[config.mk]
export PLATFORM = sky130hd
export DESIGN_NAME = opfd_top
export DESIGN_NICKNAME = d
export VERILOG_FILES = /design/src/verilog/opfd_pkg.sv /design/src/verilog/opfd_tbl_if.sv /design/src/verilog/opfd_phase.sv /design/src/verilog/opfd_program_table_pointer.sv /design/src/verilog/opfd_top.sv
export VERILOG_INCLUDE_DIRS = /design/src /design/src/verilog
export SDC_FILE = /design/constraint.sdc
export NUM_CORES = 1
export LEC_CHECK = 0
export BUFFER_PORTS_ARGS = -buffer_cell sky130_fd_sc_hd__buf_4
export CAP_MARGIN = 20
export CORE_MARGIN = 4
export CORE_UTILIZATION = 40
export DETAILED_ROUTE_END_ITERATION = 10
export GPL_TIMING_DRIVEN = 0
export SLEW_MARGIN = 20
export SYNTH_ARGS = -nofsm -noshare
export SYNTH_HDL_FRONTEND = slang
export SYNTH_HIERARCHICAL = 1
export SYNTH_SLANG_ARGS = --single-unit
[constraint.sdc]
create_clock -name ref_clk -period 23.5 [get_ports ref_clk]
set_input_delay 2.35 -clock ref_clk [delete_from_list [all_inputs] [get_ports ref_clk]]
set_output_delay 2.35 -clock ref_clk [all_outputs]
set_load 0.005 [all_outputs]
[src/verilog/opfd_defines.svh]
// Constants of the opcode field decoder: bus offsets, field positions,
// reset values and timing counts.
// Assumes inclusion by bare name from every file that needs them.
`ifndef OPFD_DEFINES_SVH
`define OPFD_DEFINES_SVH

// ----------------------------------------------------------------------
// Register byte offsets on the bus
// ----------------------------------------------------------------------
`define OPFD_OFS_BANK     8'h00
`define OPFD_OFS_PROGRAM_TABLE_POINTER   8'h04
`define OPFD_OFS_TBLLAT   8'h08
`define OPFD_OFS_STATUS   8'h0C
`define OPFD_OFS_PTR0     8'h10
`define OPFD_OFS_PTR_LAST 8'h1C

// ----------------------------------------------------------------------
// Instruction field positions
// ----------------------------------------------------------------------
`define OPFD_D_POS        9
`define OPFD_A_POS        8
`define OPFD_S_CALL_POS   8
`define OPFD_S_RET_POS    0
`define OPFD_W2_TAG       4'hF
`define OPFD_IDX_PTR      2'h2

// ----------------------------------------------------------------------
// Reset values
// ----------------------------------------------------------------------
`define OPFD_RST_BANK     4'h0
`define OPFD_RST_PROGRAM_TABLE_POINTER   21'h000000
`define OPFD_RST_TBLLAT   8'h00
`define OPFD_RST_PTR      12'h000

// ----------------------------------------------------------------------
// Timing: clock periods in one instruction cycle
// ----------------------------------------------------------------------
`define OPFD_OSC_PER_CYC  3'h4

`endif

[src/verilog/opfd_pkg.sv]
// Types of the opcode field decoder.
// Assumes opfd_defines.svh for all numeric constants.
package opfd_pkg;

  // Operand format of a first word, classified by the fetch unit
  typedef enum logic [3:0] {
    OPFD_FMT_NONE,    // No operands
    OPFD_FMT_BYTE,    // f, d, a
    OPFD_FMT_BIT,     // f, b, a
    OPFD_FMT_LIT,     // 8-bit literal
    OPFD_FMT_LITPTR,  // Pointer selector in the file field
    OPFD_FMT_MOVE,    // Two-word register to register move
    OPFD_FMT_ABS,     // Two-word jump or call, 20-bit target
    OPFD_FMT_BRA,     // 11-bit relative branch
    OPFD_FMT_BCOND,   // 8-bit conditional relative branch
    OPFD_FMT_RET,     // Return with fast bit
    OPFD_FMT_TBLRD,   // Table read
    OPFD_FMT_TBLWT,   // Table write
    OPFD_FMT_IDX      // Two-word indexed move
  } opfd_fmt_e;

  // Table pointer behaviour
  typedef enum logic [1:0] {
    OPFD_TBL_KEEP,
    OPFD_TBL_POSTINC,
    OPFD_TBL_POSTDEC,
    OPFD_TBL_PREINC
  } opfd_tbl_e;

  // Word assembly state
  typedef enum logic {
    OPFD_ST_IDLE,
    OPFD_ST_HOLD
  } opfd_st_e;

endpackage

[src/verilog/opfd_tbl_if.sv]
// Link between the decoder core and its table pointer unit.
// Assumes both ends run on the same clock; the unit is combinational.
`timescale 1ns/1ns
interface opfd_tbl_if;
  import opfd_pkg::*;
  opfd_tbl_e   mode;       // Pointer behaviour of this transfer
  logic [20:0] ptr;        // Current table pointer
  logic [20:0] acc_addr;   // Program memory address used
  logic [20:0] next_ptr;   // Pointer after the transfer

  modport core (output mode, output ptr, input acc_addr, input next_ptr);
  modport unit (input mode, input ptr, output acc_addr, output next_ptr);
endinterface

[src/verilog/opfd_phase.sv]
// Instruction cycle timer: marks the last of four clock periods.
// Assumes ref_clk is the oscillator of the core.
`timescale 1ns/1ns
`include "opfd_defines.svh"
module opfd_phase (
  input  wire logic ref_clk,
  input  wire logic rst,
  output logic      cycle_end
);
  logic [2:0] cnt_q;  // Period within the instruction cycle

  // ----------------------------------------------------------------------
  // Period counter
  // ----------------------------------------------------------------------
  // Wraps after four periods
  always_ff @(posedge ref_clk or posedge rst) begin
    if (rst) begin
      cnt_q <= 3'h0;
    end else if (cycle_end) begin
      cnt_q <= 3'h0;
    end else begin
      cnt_q <= cnt_q + 3'h1;
    end
  end

  // Last period of the cycle
  assign cycle_end = (cnt_q == (`OPFD_OSC_PER_CYC - 3'h1));
endmodule

[src/verilog/opfd_program_table_pointer.sv]
// Table pointer unit: access address and updated pointer per mode.
// Assumes the core registers the pointer and applies next_ptr.
`timescale 1ns/1ns
module opfd_program_table_pointer (
  opfd_tbl_if.unit tbl
);
  import opfd_pkg::*;

  // ----------------------------------------------------------------------
  // Mode decode
  // ----------------------------------------------------------------------
  // Pre-increment uses the bumped pointer; the post forms use the old one
  always_comb begin
    tbl.acc_addr = tbl.ptr;
    tbl.next_ptr = tbl.ptr;
    case (tbl.mode)
      OPFD_TBL_KEEP: begin
        tbl.next_ptr = tbl.ptr;
      end
      OPFD_TBL_POSTINC: begin
        tbl.next_ptr = tbl.ptr + 21'h000001;
      end
      OPFD_TBL_POSTDEC: begin
        tbl.next_ptr = tbl.ptr - 21'h000001;
      end
      OPFD_TBL_PREINC: begin
        tbl.next_ptr = tbl.ptr + 21'h000001;
        tbl.acc_addr = tbl.ptr + 21'h000001;
      end
      default: begin
        tbl.next_ptr = tbl.ptr;
      end
    endcase
  end
endmodule

[src/verilog/opfd_top.sv]
// Opcode field decoder: splits 16/32-bit instruction words into operand
// fields for the datapath, with an AHB-Lite register port.
// Assumes the fetch unit classifies each first word by operand format
// and holds instr_valid until instr_ready; all inputs share ref_clk.
//
// Design decisions made here: register access over AHB-Lite and the placing of the registers.
`timescale 1ns/1ns
`include "opfd_defines.svh"
module opfd_top
  import opfd_pkg::*;
(
  input  wire logic        ref_clk,
  input  wire logic        rst,
  // AHB-Lite slave
  input  wire logic        hsel,
  input  wire logic [31:0] haddr,
  input  wire logic [1:0]  htrans,
  input  wire logic        hwrite,
  input  wire logic [2:0]  hsize,
  input  wire logic        hready,
  input  wire logic [31:0] hwdata,
  output logic [31:0]      hrdata,
  output logic             hreadyout,
  output logic             hresp,
  // Instruction words from fetch
  input  wire logic        instr_valid,
  input  wire logic [15:0] instr_word,
  input  wire opfd_fmt_e   instr_fmt,
  output logic             instr_ready,
  // Table memory port
  input  wire logic        tbl_rvalid,
  input  wire logic [7:0]  tbl_rdata,
  output logic             tbl_req,
  output logic             tbl_write,
  output logic [20:0]      tbl_addr,
  output logic [7:0]       tbl_wdata,
  // Decoded fields to the datapath
  output logic             dec_valid,
  output opfd_fmt_e        dec_fmt,
  output logic             dec_nop,
  output logic             access_ram,
  output logic [11:0]      file_addr,
  output logic             dest_to_file,
  output logic [2:0]       bit_sel,
  output logic [1:0]       ptr_sel,
  output logic [19:0]      literal,
  output logic [11:0]      src_addr,
  output logic [11:0]      dst_addr,
  output logic [20:0]      target_addr,
  output logic [20:0]      rel_offset,
  output logic             fast_shadow
);

  // ----------------------------------------------------------------------
  // Helpers
  // ----------------------------------------------------------------------
  // Sign extension of a branch offset to program counter width
  function automatic logic [20:0] sext(input logic [10:0] v, input logic wide);
    logic [20:0] r;
    r = wide ? {{10{v[10]}}, v} : {{13{v[7]}}, v[7:0]};
    return r;
  endfunction

  // Second word carries its tag nibble
  function automatic logic is_w2(input logic [15:0] w);
    return w[15:12] == `OPFD_W2_TAG;
  endfunction

  // ----------------------------------------------------------------------
  // Declarations
  // ----------------------------------------------------------------------
  logic        cycle_end;        // Last period of instruction cycle
  logic        take;             // Word accepted this cycle
  logic        fire;             // Complete instruction decoded
  logic        pair_bad;         // Held word met a non-tagged word
  opfd_st_e    st_q;             // Word assembly state
  logic [15:0] w1_q;             // Held first word
  opfd_fmt_e   f1_q;             // Held format
  logic [15:0] fw;               // First word in decode
  logic [15:0] sw;               // Second word in decode
  opfd_fmt_e   ff;               // Format in decode
  logic [3:0]  bank_q;           // Bank select register
  logic [20:0] program_table_pointer_q;         // Program table pointer
  logic [7:0]  tbllat_q;         // Table byte latch
  logic [11:0] ptr_q [4];        // Indirect pointer registers
  logic        pair_err_q;       // Sticky bad pair flag
  logic        orphan_q;         // Sticky lone second word flag
  logic        ap_valid_q;       // Bus data phase pending
  logic        ap_write_q;       // Pending access is a write
  logic [7:0]  ap_addr_q;        // Pending byte offset
  logic        ap_take;          // Address phase taken
  logic [31:0] rd_d;             // Read data for the next data phase
  logic        sw_bank;          // Software writes bank register
  logic        sw_program_table_pointer;        // Software writes table pointer
  logic        sw_tbllat;        // Software writes table latch
  logic        sw_status;        // Software writes status
  logic        tbl_go;           // Table transfer decoded
  opfd_tbl_if  tbl ();           // Table pointer unit link

  // ----------------------------------------------------------------------
  // Instruction cycle and table pointer units
  // ----------------------------------------------------------------------
  opfd_phase u_phase (
    .ref_clk   (ref_clk),
    .rst       (rst),
    .cycle_end (cycle_end)
  );

  opfd_program_table_pointer u_program_table_pointer (
    .tbl (tbl.unit)
  );

  assign tbl.ptr  = program_table_pointer_q;
  assign tbl.mode = opfd_tbl_e'(fw[1:0]);

  // ----------------------------------------------------------------------
  // Word acceptance and assembly
  // ----------------------------------------------------------------------
  assign instr_ready = cycle_end;
  assign take        = instr_valid && cycle_end;
  assign pair_bad    = take && (st_q == OPFD_ST_HOLD) && !is_w2(instr_word);
  assign fire = take && (((st_q == OPFD_ST_HOLD) && is_w2(instr_word)) ||
                         ((st_q == OPFD_ST_IDLE) && !is_w2(instr_word) &&
                          (instr_fmt != OPFD_FMT_MOVE) &&
                          (instr_fmt != OPFD_FMT_ABS) &&
                          (instr_fmt != OPFD_FMT_IDX)));

  // Holds a two-word first word until the next word is taken, tagged or not
  always_ff @(posedge ref_clk or posedge rst) begin
    if (rst) begin
      st_q <= OPFD_ST_IDLE;
      w1_q <= 16'h0000;
      f1_q <= OPFD_FMT_NONE;
    end else if (take) begin
      if (st_q == OPFD_ST_HOLD) begin
        st_q <= OPFD_ST_IDLE;
      end else if (!is_w2(instr_word) && ((instr_fmt == OPFD_FMT_MOVE) ||
                   (instr_fmt == OPFD_FMT_ABS) || (instr_fmt == OPFD_FMT_IDX))) begin
        st_q <= OPFD_ST_HOLD;
        w1_q <= instr_word;
        f1_q <= instr_fmt;
      end
    end
  end

  // Words in decode: held pair, or a single word with no second word
  always_comb begin
    if (st_q == OPFD_ST_HOLD) begin
      fw = w1_q;
      sw = instr_word;
      ff = f1_q;
    end else begin
      fw = instr_word;
      sw = 16'h0000;
      ff = instr_fmt;
    end
  end

  // ----------------------------------------------------------------------
  // Decoded field registers
  // ----------------------------------------------------------------------
  // Shared fields load from the first word for every format; the case adds each format's own
  always_ff @(posedge ref_clk or posedge rst) begin
    if (rst) begin
      dec_fmt      <= OPFD_FMT_NONE;
      access_ram   <= 1'b0;
      file_addr    <= 12'h000;
      dest_to_file <= 1'b0;
      bit_sel      <= 3'h0;
      ptr_sel      <= 2'h0;
      literal      <= 20'h00000;
      src_addr     <= 12'h000;
      dst_addr     <= 12'h000;
      target_addr  <= 21'h000000;
      rel_offset   <= 21'h000000;
      fast_shadow  <= 1'b0;
    end else if (fire) begin
      dec_fmt      <= ff;
      access_ram   <= !fw[`OPFD_A_POS];
      // Bank register ignored for access RAM
      file_addr    <= fw[`OPFD_A_POS] ? {bank_q, fw[7:0]} : {4'h0, fw[7:0]};
      dest_to_file <= fw[`OPFD_D_POS] && (ff == OPFD_FMT_BYTE);
      bit_sel      <= fw[11:9];
      ptr_sel      <= fw[1:0];
      fast_shadow  <= 1'b0;
      literal      <= {12'h000, fw[7:0]};
      src_addr     <= 12'h000;
      dst_addr     <= 12'h000;
      rel_offset   <= 21'h000000;
      target_addr  <= 21'h000000;
      case (ff)
        OPFD_FMT_MOVE: begin
          src_addr <= fw[11:0];
          dst_addr <= sw[11:0];
          literal  <= {8'h00, sw[11:0]};
        end
        OPFD_FMT_ABS: begin
          target_addr <= {1'b0, sw[11:0], fw[7:0]};
          literal     <= {sw[11:0], fw[7:0]};
          fast_shadow <= fw[`OPFD_S_CALL_POS];
        end
        OPFD_FMT_RET: begin
          fast_shadow <= fw[`OPFD_S_RET_POS];
        end
        OPFD_FMT_BRA: begin
          rel_offset <= sext(fw[10:0], 1'b1);
        end
        OPFD_FMT_BCOND: begin
          rel_offset <= sext(fw[10:0], 1'b0);
        end
        OPFD_FMT_IDX: begin
          // Offsets from both words added to the indexing pointer
          src_addr <= ptr_q[`OPFD_IDX_PTR] + {5'h00, fw[6:0]};
          dst_addr <= ptr_q[`OPFD_IDX_PTR] + {5'h00, sw[6:0]};
        end
        default: begin
          rel_offset <= 21'h000000;
        end
      endcase
    end
  end

  // Strobes: full decode, or a lone second word run as no-operation
  always_ff @(posedge ref_clk or posedge rst) begin
    if (rst) begin
      dec_valid <= 1'b0;
      dec_nop   <= 1'b0;
    end else begin
      dec_valid <= fire || (take && (st_q == OPFD_ST_IDLE) && is_w2(instr_word));
      dec_nop   <= take && (st_q == OPFD_ST_IDLE) && is_w2(instr_word);
    end
  end

  // ----------------------------------------------------------------------
  // Table transfers
  // ----------------------------------------------------------------------
  assign tbl_go = fire && ((ff == OPFD_FMT_TBLRD) || (ff == OPFD_FMT_TBLWT));

  // Request to program memory with latch data for writes
  always_ff @(posedge ref_clk or posedge rst) begin
    if (rst) begin
      tbl_req   <= 1'b0;
      tbl_write <= 1'b0;
      tbl_addr  <= `OPFD_RST_PROGRAM_TABLE_POINTER;
      tbl_wdata <= `OPFD_RST_TBLLAT;
    end else begin
      tbl_req <= tbl_go;
      if (tbl_go) begin
        tbl_write <= (ff == OPFD_FMT_TBLWT);
        tbl_addr  <= tbl.acc_addr;
        tbl_wdata <= tbllat_q;
      end
    end
  end

  // Table pointer: a software write wins over a hardware update
  always_ff @(posedge ref_clk or posedge rst) begin
    if (rst) begin
      program_table_pointer_q <= `OPFD_RST_PROGRAM_TABLE_POINTER;
    end else if (sw_program_table_pointer) begin
      program_table_pointer_q <= hwdata[20:0];
    end else if (tbl_go) begin
      program_table_pointer_q <= tbl.next_ptr;
    end
  end

  // Table latch: memory read data wins over a software write
  always_ff @(posedge ref_clk or posedge rst) begin
    if (rst) begin
      tbllat_q <= `OPFD_RST_TBLLAT;
    end else if (tbl_rvalid) begin
      tbllat_q <= tbl_rdata;
    end else if (sw_tbllat) begin
      tbllat_q <= hwdata[7:0];
    end
  end

  // ----------------------------------------------------------------------
  // AHB-Lite slave
  // ----------------------------------------------------------------------
  assign hreadyout = 1'b1;
  assign hresp     = 1'b0;
  assign ap_take   = hsel && htrans[1] && hready;
  assign sw_bank   = ap_valid_q && ap_write_q && (ap_addr_q == `OPFD_OFS_BANK);
  assign sw_program_table_pointer = ap_valid_q && ap_write_q && (ap_addr_q == `OPFD_OFS_PROGRAM_TABLE_POINTER);
  assign sw_tbllat = ap_valid_q && ap_write_q && (ap_addr_q == `OPFD_OFS_TBLLAT);
  assign sw_status = ap_valid_q && ap_write_q && (ap_addr_q == `OPFD_OFS_STATUS);

  // Address phase capture
  always_ff @(posedge ref_clk or posedge rst) begin
    if (rst) begin
      ap_valid_q <= 1'b0;
      ap_write_q <= 1'b0;
      ap_addr_q  <= 8'h00;
    end else begin
      ap_valid_q <= ap_take;
      if (ap_take) begin
        ap_write_q <= hwrite;
        ap_addr_q  <= {haddr[7:2], 2'h0};
      end
    end
  end

  // Read mux; unmapped offsets read zero
  always_comb begin
    rd_d = 32'h00000000;
    case ({haddr[7:2], 2'h0})
      `OPFD_OFS_BANK:   rd_d = {28'h0000000, bank_q};
      `OPFD_OFS_PROGRAM_TABLE_POINTER: rd_d = {11'h000, program_table_pointer_q};
      `OPFD_OFS_TBLLAT: rd_d = {24'h000000, tbllat_q};
      `OPFD_OFS_STATUS: rd_d = {29'h00000000, orphan_q, pair_err_q, st_q == OPFD_ST_HOLD};
      default: begin
        if (haddr[7:0] >= `OPFD_OFS_PTR0 && haddr[7:0] <= `OPFD_OFS_PTR_LAST) begin
          rd_d = {20'h00000, ptr_q[haddr[3:2]]};
        end
      end
    endcase
  end

  // Read data registered for the data phase
  always_ff @(posedge ref_clk or posedge rst) begin
    if (rst) begin
      hrdata <= 32'h00000000;
    end else if (ap_take && !hwrite) begin
      hrdata <= rd_d;
    end
  end

  // Bank select register
  always_ff @(posedge ref_clk or posedge rst) begin
    if (rst) begin
      bank_q <= `OPFD_RST_BANK;
    end else if (sw_bank) begin
      bank_q <= hwdata[3:0];
    end
  end

  // Indirect pointer registers
  always_ff @(posedge ref_clk or posedge rst) begin
    if (rst) begin
      for (int i = 0; i < 4; i++) begin
        ptr_q[i] <= `OPFD_RST_PTR;
      end
    end else if (ap_valid_q && ap_write_q && ap_addr_q >= `OPFD_OFS_PTR0 &&
                 ap_addr_q <= `OPFD_OFS_PTR_LAST) begin
      ptr_q[ap_addr_q[3:2]] <= hwdata[11:0];
    end
  end

  // Sticky flags: write one to clear, a new event wins over the clear
  always_ff @(posedge ref_clk or posedge rst) begin
    if (rst) begin
      pair_err_q <= 1'b0;
      orphan_q   <= 1'b0;
    end else begin
      pair_err_q <= pair_bad || (pair_err_q && !(sw_status && hwdata[1]));
      orphan_q   <= (take && (st_q == OPFD_ST_IDLE) && is_w2(instr_word)) ||
                    (orphan_q && !(sw_status && hwdata[2]));
    end
  end
endmodule

==> results of run 1 <==
cell type report:
class                      count  area share, %
timing repair buffer         229           10.6
tap                          442           3.34
sequential                   262           39.6
clock buffer                  41           5.02
clock inverter                10          0.718
buffer                       100           3.27
multi-input combinational    863           36.8
inverter                      26          0.635
power by group through the flow:
stage | Sequential (mW) | Clock [mW] | Combinational [mW]
after floorplan | 0.550 | 0 | 0.167
after global placement | 0.561 | 0 | 0.277
after detailed placement | 0.561 | 0 | 0.283
after CTS | 0.554 | 0.465 | 0.285
after global routing | 0.562 | 0.484 | 0.312
final | 0.555 | 0.455 | 0.283
path summary, 6_finish.rpt:
path / end / from / cells past startpoint / slack, ns
worst max register to register: dst_addr[7]$_DFFE_PP0P_ / st_q$_DFFE_PP0P_ / 12 / 19.49
worst min register to register: u_phase/cnt_q[0]$_DFF_PP0_ / u_phase/cnt_q[0]$_DFF_PP0_ / 1 / 0.43
min in group asynchronous: u_phase/cnt_q[2]$_DFF_PP0_ / rst / 2 / 1.69
max in group asynchronous: dst_addr[8]$_DFFE_PP0P_ / rst / 3 / 20.77
worst min-delay path: u_phase/cnt_q[0]$_DFF_PP0_ / u_phase/cnt_q[0]$_DFF_PP0_ / 1 / 0.43
worst max-delay path: program_table_pointer_q[17]$_DFFE_PP0P_ / instr_word[0] / 11 / 18.77
sequential cells by signal, summed over array words and instances, names as in the netlist, 3 cells and up:
signal                   cells
tbl_addr                    21
tbl_wdata                    8
ptr_q                       48
u_phase/cnt_q                3
src_addr                    12
tbllat_q                     8
target_addr                 20
f1_q                         4
ap_addr_q                    6
hrdata                      21
w1_q                        12
rel_offset                  11
dst_addr                    12
bit_sel                      3
dec_fmt                      4
bank_q                       4
literal                     20
program_table_pointer_q     21
file_addr                   12
metal layers:
| layer | vias to the layer above | global-route usage (%) | routed length, um |
|---|---|---|---|
| li1 | 4877 | - | - |
| met1 | 5249 | 30.7 | 18000 |
| met2 | 314 | 33.8 | 18200 |
| met3 | 53 | 3.56 | 2420 |
| met4 | 0 | 5.23 | 896 |
| met5 | - | 0 | 0 |
cells in the final DEF, fill, tap and decap left out, types with 25 or more instances in the layout:
cell         n
mux2i_1     46
o21ai_0    110
clkbuf_16   29
xnor2_1     38
dfrtp_1    262
nand2_1    175
a21oi_1     39
nor2_1      55
nand3_1     33
mux2_4      26
buf_4      255
clkbuf_1    46
inv_1       25
mux2_2      82
logic make-up (layout without fill, tap and decap cells):
logic type,after synthesis,in the layout
AND/OR/NAND/NOR,361,361
flip-flops,262,262
AO/OA/AOI/OAI,240,240
multiplexers,170,170
buffers and inverters,126,406
XOR/XNOR,60,60
adder cells (fa/ha/maj),18,18
other,2,14
worst register-to-register path, cell delays in order, from the launching register on:
cell	delay (ns)
dfrtp_1	0.48
buf_6	0.21
buf_2	0.30
buf_2	0.36
buf_2	0.36
nand2_1	0.24
inv_1	0.15
ha_1	0.25
a211oi_1	0.38
a211oi_1	0.16
o311ai_2	0.45
a2111oi_0	0.18
or3_1	0.39
==> impl_results.md, run 1 <==
- Status: finished clean
- Switching power: 373 uW
- Crit-path most repeated cell: mux2i_1
- Router iterations before antenna repair: 5
- Comb power frac: 21.9%
- Syn Area/Cell: 10.7 um2
- Number of global-route vias before repair: 10441
- Die Span X: 190 um
- Design area: 0.0166 mm2
- Post-Syn Area: 0.0132 mm2
- Clk_skew: 0.0214 ns
- Synth top cells by count: 262 x dfrtp_1, 175 x nand2_1, 110 x o21ai_0, 82 x mux2_2, 55 x nor2_1
- IO buf count: 227
- Slew headroom: 21.4%
- Critical path buffers and inverters: 3
- # rows: 66
- Final WL: 39500 um
- Initial cell density of the core: 40.6%
- Routed WL per cell: 20.0 um
- Core area: 0.0326 mm2
- Yosys Warn Count: 6
- Sequential-to-total area share from yosys stat: 49.5%
- CP max stage delay: 0.57 ns
- Pin slew with the least headroom to its limit: 1.17 ns
- Largest family of logic cells by synthesized area: multiplexers
- Initial antenna violation count: 0
- DR vias: 10493
- Post-route setup TNS: 0 ns
- Slew Viols, Final: 0
- CP cell instances: buf_4, mux2i_1, inv_1, clkbuf_1, nor3b_1, nand4_1, or2_4, o31ai_2, xor2_1, mux2i_1, o21ai_0
- Crit path launch type: input port
- Peak VDD IR: 0.0635 mV
- Cell family with most CP delay: simple AND/OR/NAND/NOR gates
- Die height: 190 um
- Hold Buf Count CTS: 0
- Post-synth cell types: 68
- Post-synth top area cell: dfrtp_1
- Fillers: 3042
- Post-route clock period utilization: 20.1%
- Htree depth: 1
- Clk slew on worst S/H paths: 0.06 ns
- TritonCTS clock tree: done
- Sw frac: 28.9%
- Post-Synth Adder-Cell Area: 1.79%
- CTS buffer count: 29
- Cell Area, Placed: 0.0156 mm2
- Synth Area in Simple Gates: 12.6%
- First-pass GRT wire length: 61100 um
- # diodes: 0
- Crit path DAT: 5.19 ns
- Syn-to-layout area delta: 25.0%
- Placement Setup Slack: 18.30 ns
- Unrepaired setup endpoints after global routing: false
- Die area: 0.0361 mm2
- DRC: 0
- Skew-Pair Late Insertion Delay: 0.57 ns
- Clock Root Buffer: clkbuf_16
- Initial DRC count: 708
- Critical Path RT: 23.97 ns
- PostCTS Resize Cnt: 0
- FFs w/ async S/R, synth: 100%
- Hold Vio Cnt, Final: 0
- Area of the multi-input gates: 0.00610 mm2
- Routed Antenna Nets: 0
- Clock sink count: 262
- Seq. cell area: 0.00656 mm2
- Synth top area share: 49.5%
- Power Total: 1.29 mW
- Final worst slack: 18.77 ns
- Slowest cell on crit path: nor3b_1
- Placer Congestion: 0.918
- Placed Cells: 1922
- Fin nets: 1632
- Synth Register Bits: 262
- Post-synth EDFFs: 0
- Max-cap violations: 0
- HP Class: reg2reg
- Compound-cell area share of the yosys netlist: 11.2%
- Total gr overflow: 0
- Mux cell area share after synthesis: 16.0%
- Layout cell share with drive strength beyond 1: 30.4%
- Setup crit end kind: register
- Boundary Pins: 282
- Internal power: 919 uW
- Clk pwr share: 35.2%
- Sequential power share: 42.9%
- Critical path class: in2reg
- Synthesized netlist cell count: 1239
- GRT Total Usage: 21.3%
- Vias per cell: 5.32
- Finished Core Util: 50.8%
- Minimum clock period: 4.73 ns
- Most frequent cell after synthesis: dfrtp_1
- Clock buffer depth: 3
- Power density cells: 78.1 mW/mm2
- Non-filler instance count after layout: 1973
- Max Fclk: 212 MHz
- Synth Area in XOR/XNOR: 3.97%
- Worst Path Max Fanout: 10
- Maximum number of pins on one net before global-route repair: 91
- Final Setup Violations: 0
- DP HPWL: 29800 um
- Leakage power: 7.91 nW
- Final hold slack: 0.433 ns
- Dominant cells by area after synthesis: dfrtp_1 49%, mux2_2 7.0%, nand2_1 5.0%
- Top_reg_cell synth: dfrtp_1
- Post-CTS setup buffers: 0
(Power assumes the default switching activity.)
==> run 2, diff against run 1 <==
==> constraint.sdc (replaced) <==
create_clock -name ref_clk -period 4.7 [get_ports ref_clk]
set_input_delay 0.47 -clock ref_clk [delete_from_list [all_inputs] [get_ports ref_clk]]
set_output_delay 0.47 -clock ref_clk [all_outputs]
set_load 0.005 [all_outputs]
==> impl_results.md, run 2 (same netlist as run 1, synthesis figures left out) <==
- DR vias: 10533
- Status: finished clean
- R2R Path Start: st_q$_DFFE_PP0P_
- Die area: 0.0361 mm2
- Clk_skew: 0.0117 ns
- Max Fclk: 247 MHz
- # diodes: 0
- Crit-path most repeated cell: buf_2
- Slew Viols, Final: 0
- Placer Congestion: 0.916
- Largest register FFs: 48
- Sequential power share: 41.5%
- # rows: 66
- TritonCTS clock tree: done
- Sw frac: 28.4%
- Layout cell share with drive strength beyond 1: 31.0%
- Comb power frac: 21.4%
- Clock buffer depth: 3
- Worst Setup SP: st_q$_DFFE_PP0P_
- First-pass GRT wire length: 61500 um
- Htree depth: 1
- Critical path class: reg2reg
- GRT Total Usage: 21.5%
- Initial antenna violation count: 0
- PostCTS Resize Cnt: 0
- Placement Setup Slack: 0.771 ns
- IO buf count: 227
- CP max stage delay: 0.48 ns
- Peak VDD IR: 0.322 mV
- Die height: 190 um
- Critical Path RT: 5.14 ns
- DRC: 0
- Hold Path Origin: tbl_rdata[2]
- Router iterations before antenna repair: 7
- Cell family with most CP delay: buffers and inverters
- HP Class: in2reg
- Final worst slack: 0.652 ns
- Fin nets: 1641
- Slew headroom: 21.8%
- Clock sink count: 262
- Worst Path Max Fanout: 10
- Number of global-route vias before repair: 10599
- Die Span X: 190 um
- Clock Root Buffer: clkbuf_16
- Crit path DAT: 4.49 ns
- Commonest non-fill, non-tap cell in the layout: dfrtp_1
- Top reg by flops: ptr_q
- Final hold slack: 0.121 ns
- Hold Vio Cnt, Final: 0
- CP cell instances: buf_6, buf_2, buf_2, buf_2, nand2_1, inv_1, ha_1, a211oi_1, a211oi_1, o311ai_2, a2111oi_0, or3_1
- Power Total: 6.68 mW
- Switching power: 1.90 mW
- Pin slew with the least headroom to its limit: 1.16 ns
- Most frequent cells in the layout: 262 x dfrtp_1, 255 x buf_4, 175 x nand2_1
- Routed WL per cell: 20.0 um
- Core area: 0.0326 mm2
- Clk pwr share: 37.1%
- DP HPWL: 30500 um
- Internal power: 4.78 mW
- Vias per cell: 5.30
- Initial cell density of the core: 40.6%
- Clk slew on worst S/H paths: 0.06 ns
- Max-cap violations: 0
- Leakage power: 8.01 nW
- Maximum number of pins on one net before global-route repair: 35
- Setup crit end kind: register
- Skew-Pair Late Insertion Delay: 0.56 ns
- Post-route clock period utilization: 86.1%
- Initial DRC count: 728
- Boundary Pins: 282
- Minimum clock period: 4.05 ns
- Power density cells: 397 mW/mm2
- Total gr overflow: 0
- Critical path buffers and inverters: 5
- Unrepaired setup endpoints after global routing: false
- Routed Antenna Nets: 0
- Crit path launch type: register
- Slowest cell on crit path: dfrtp_1
- Final Setup Violations: 0
- Final WL: 39700 um
- CTS buffer count: 30
- Syn-to-layout area delta: 26.8%
[run 2: changes by cell type in the layout (fill, tap and decap cells not counted), sizes merged]
| cell | previous run | this run |
|---|---|---|
| buf | 287 | 294 |
| bufinv | 2 | 5 |
| clkinvlp | 0 | 3 |
| clkinv | 7 | 9 |
| inv | 27 | 25 |
| clkbuf | 83 | 82 |
| dlygate4sd3 | 0 | 1 |
[run 2: repair_timing]
action | CTS | global route
hold endpoints to repair | 16 | 0
hold buffers | 1 | 0
buffers inserted | 0 | 0
[run 2: per-stage QoR]
stage | util, % | instances | area, um2 | TNS [ns]
floorplan | - | 1251 | 13300 | 0
global placement | 47.7 | 1920 | 15600 | -229.38
detailed placement | 48.2 | 1929 | 15700 | 0
CTS | 51.5 | 1986 | 16800 | 0
global route | 51.5 | 1986 | 16800 | 0
finish | 51.5 | 1986 | 16800 | 0
[run 2: path summary, 6_finish.rpt]
kind                            slack [ns]  cells after the start                    endpoint
worst max-delay path                  0.65                     12     dst_addr[7]$_DFFE_PP0P_
worst min-delay path                  0.12                      3     tbllat_q[2]$_DFFE_PP0P_
worst max register to register        0.65                     12     dst_addr[7]$_DFFE_PP0P_
worst min register to register        0.43                      1  u_phase/cnt_q[0]$_DFF_PP0_
max in group asynchronous             2.90                      8     dst_addr[8]$_DFFE_PP0P_
min in group asynchronous             0.36                      3  u_phase/cnt_q[2]$_DFF_PP0_
[run 2: area by class of cell]
cell class	count	area (um2)
Buffer	100	542
Clock buffer	40	828
Clock inverter	16	229
Fill cell	2985	15800
Inverter	26	101
Multi-Input combinational cell	863	6100
Sequential cell	262	6560
Tap cell	442	553
Timing Repair Buffer	237	1890
[run 2: worst min-delay path, stage by stage]
cell and delay [ns]:
buf_4 0.08, nand2_1 0.04, o21ai_0 0.06
[run 2: layer usage]
metal  global-route usage (%)  wire length, um
met1                     30.5            17700
met2                     33.9            18300
met3                     4.24             2750
met4                     6.07             1020
met5                        0                0
[run 2: power by group through the flow]
stage | Combinational [mW] | Sequential (mW) | Clock [mW]
floorplan | 0.837 | 2.75 | 0
CTS | 1.43 | 2.77 | 2.53
global placement | 1.38 | 2.81 | 0
global route | 1.57 | 2.81 | 2.63
detailed placement | 1.42 | 2.81 | 0
finish | 1.43 | 2.77 | 2.48
==> run 3, diff against run 2 <==
--- a/config.mk
+++ b/config.mk
@@ -6,9 +6,8 @@
 export SDC_FILE = /design/constraint.sdc
 export NUM_CORES = 1
 export LEC_CHECK = 0
-export BUFFER_PORTS_ARGS = -buffer_cell sky130_fd_sc_hd__buf_4
-export CAP_MARGIN = 20
-export CORE_MARGIN = 4
+export BUFFER_PORTS_ARGS = -buffer_cell sky130_fd_sc_hd__buf_2
+export CAP_MARGIN = 15
 export CORE_UTILIZATION = 40
 export DETAILED_ROUTE_END_ITERATION = 10
 export GPL_TIMING_DRIVEN = 0
==> impl_results.md, run 3 (same netlist as run 1, synthesis figures left out) <==
- Status: finished clean
- Boundary Pins: 282
- HP Class: in2reg
- Die height: 184 um
- Vias per cell: 5.29
- Worst Setup SP: st_q$_DFFE_PP0P_
- Top reg by flops: ptr_q
- Peak VDD IR: 0.261 mV
- Initial cell density of the core: 40.7%
- Clk_skew: 0.0368 ns
- DP HPWL: 29000 um
- Post-CTS setup buffers: 0
- Clock buffer depth: 3
- Most frequent cells in the layout: 262 x dfrtp_1, 244 x buf_2, 175 x nand2_1
- Htree depth: 1
- Fillers: 2991
- Worst reg2reg endpoint: dst_addr[7]$_DFFE_PP0P_
- GRT Total Usage: 22.6%
- Final WL: 38100 um
- Initial DRC count: 644
- Max Fclk: 243 MHz
- Max-cap violations: 0
- Crit path launch type: register
- Initial antenna violation count: 1
- Power density cells: 392 mW/mm2
- # rows: 66
- DRC: 0
- Critical path class: reg2reg
- Maximum number of pins on one net before global-route repair: 35
- Minimum clock period: 4.11 ns
- Slew headroom: 27.6%
- Placer Congestion: 0.906
- CTS buffer count: 28
- R2R Path Start: st_q$_DFFE_PP0P_
- Power Total: 6.32 mW
- Die area: 0.0338 mm2
- Number of global-route vias before repair: 10262
- DR vias: 10473
- Unrepaired setup endpoints after global routing: false
- Core area: 0.0325 mm2
- Setup crit end kind: register
- Leakage power: 7.88 nW
- Fin nets: 1639
- Final Setup Violations: 0
- Slew Viols, Final: 0
- TritonCTS clock tree: done
- Post-route clock period utilization: 87.5%
- Die Span X: 184 um
- IO buf count: 227
- Syn-to-layout area delta: 21.7%
- Crit path to: dst_addr[7]$_DFFE_PP0P_
- First-pass GRT wire length: 59000 um
- Routed Antenna Nets: 0
- Largest register FFs: 48
- Worst Path Max Fanout: 10
- Clock sink count: 262
- Hold Vio Cnt, Final: 0
- Routed WL per cell: 19.2 um
- Critical Path RT: 5.14 ns
- Commonest non-fill, non-tap cell in the layout: dfrtp_1
- Clk slew on worst S/H paths: 0.06 ns
- Total gr overflow: 0
- R2R depth: 12
- Clock Root Buffer: clkbuf_16
- Flop2flop setup slack: 0.59 ns
- Pin slew with the least headroom to its limit: 1.08 ns
- Final hold slack: 0.132 ns
- Crit path DAT: 4.55 ns
- Skew-Pair Late Insertion Delay: 0.56 ns
- Router iterations before antenna repair: 5
- Layout cell share with drive strength beyond 1: 30.8%
[run 3: per-stage QoR]
| stage | utilization, % | cells | setup slack (ns) | TNS, ns | cell area (um2) |
|---|---|---|---|---|---|
| 6_report | 49.6 | 1980 | 0.587 | 0 | 16100 |
| 5_1_grt | 49.6 | 1980 | 0.362 | 0 | 16100 |
| 4_1_cts | 49.5 | 1979 | 0.660 | 0 | 16100 |
| 3_5_place_dp | 46.6 | 1929 | 0.700 | 0 | 15200 |
| 3_3_place_gp | 46.1 | 1920 | -0.898 | -227.74 | 15000 |
| 2_1_floorplan | - | 1251 | 0.816 | 0 | 13300 |
[run 3: worst min path at each step]
| stage | startpoint | endpoint | slack, ns | depth (start not counted) |
|---|---|---|---|---|
| CTS | tbl_rdata[0] | tbllat_q[0]$_DFFE_PP0P_ | 0.11 | 3 |
| global placement | rst | u_phase/cnt_q[2]$_DFF_PP0_ | 0.37 | 2 |
| detailed placement | rst | u_phase/cnt_q[2]$_DFF_PP0_ | 0.37 | 2 |
| floorplan | rst | u_phase/cnt_q[0]$_DFF_PP0_ | 0.22 | 1 |
| finish | tbl_rdata[5] | tbllat_q[5]$_DFFE_PP0P_ | 0.13 | 3 |
| global route | tbl_rdata[5] | tbllat_q[5]$_DFFE_PP0P_ | 0.14 | 3 |
[run 3: timing repair]
item	CTS	global route
resized for setup	0	0
endpoints found under the hold margin	12	0
hold buffers	1	0
[run 3: critical path, stage by stage, from the launching register on]
cell and delay, ns:
dfrtp_1 0.50, buf_6 0.21, buf_2 0.29, buf_2 0.38, buf_2 0.35, nand2_1 0.26
inv_1 0.16, ha_1 0.25, a211oi_1 0.38, a211oi_1 0.16, o311ai_2 0.47, a2111oi_0 0.17
or3_1 0.39
[run 3: final cells by class]
| class | count | area (um2) | area share, % |
|---|---|---|---|
| multi-input cells | 863 | 6100 | 37.8 |
| repair buffers | 237 | 1330 | 8.27 |
| flip-flops and latches | 262 | 6560 | 40.7 |
| diodes | 1 | 2.50 | 0.0155 |
| clock buffers | 40 | 837 | 5.19 |
| well taps | 442 | 553 | 3.43 |
| inverters | 26 | 101 | 0.628 |
| plain buffers | 100 | 542 | 3.36 |
| clock inverters | 9 | 100 | 0.621 |
[run 3: power by group]
part           internal [mW]  switching [mW]  total [mW]
combinational          0.629           0.691        1.32
sequential              2.53           0.227        2.76
clock                   1.34           0.909        2.25
total                   4.50            1.83        6.32
[run 3: per-layer routing]
layer	routed length (um)	share of wire (%)	vias up	track usage [%]
met4	944	2.5	0	6.30
met1	17300	46	5145	31.7
met3	2590	6.8	68	4.46
met2	17200	45	365	35.3
li1	-	-	4895	-
met5	0	0	-	0
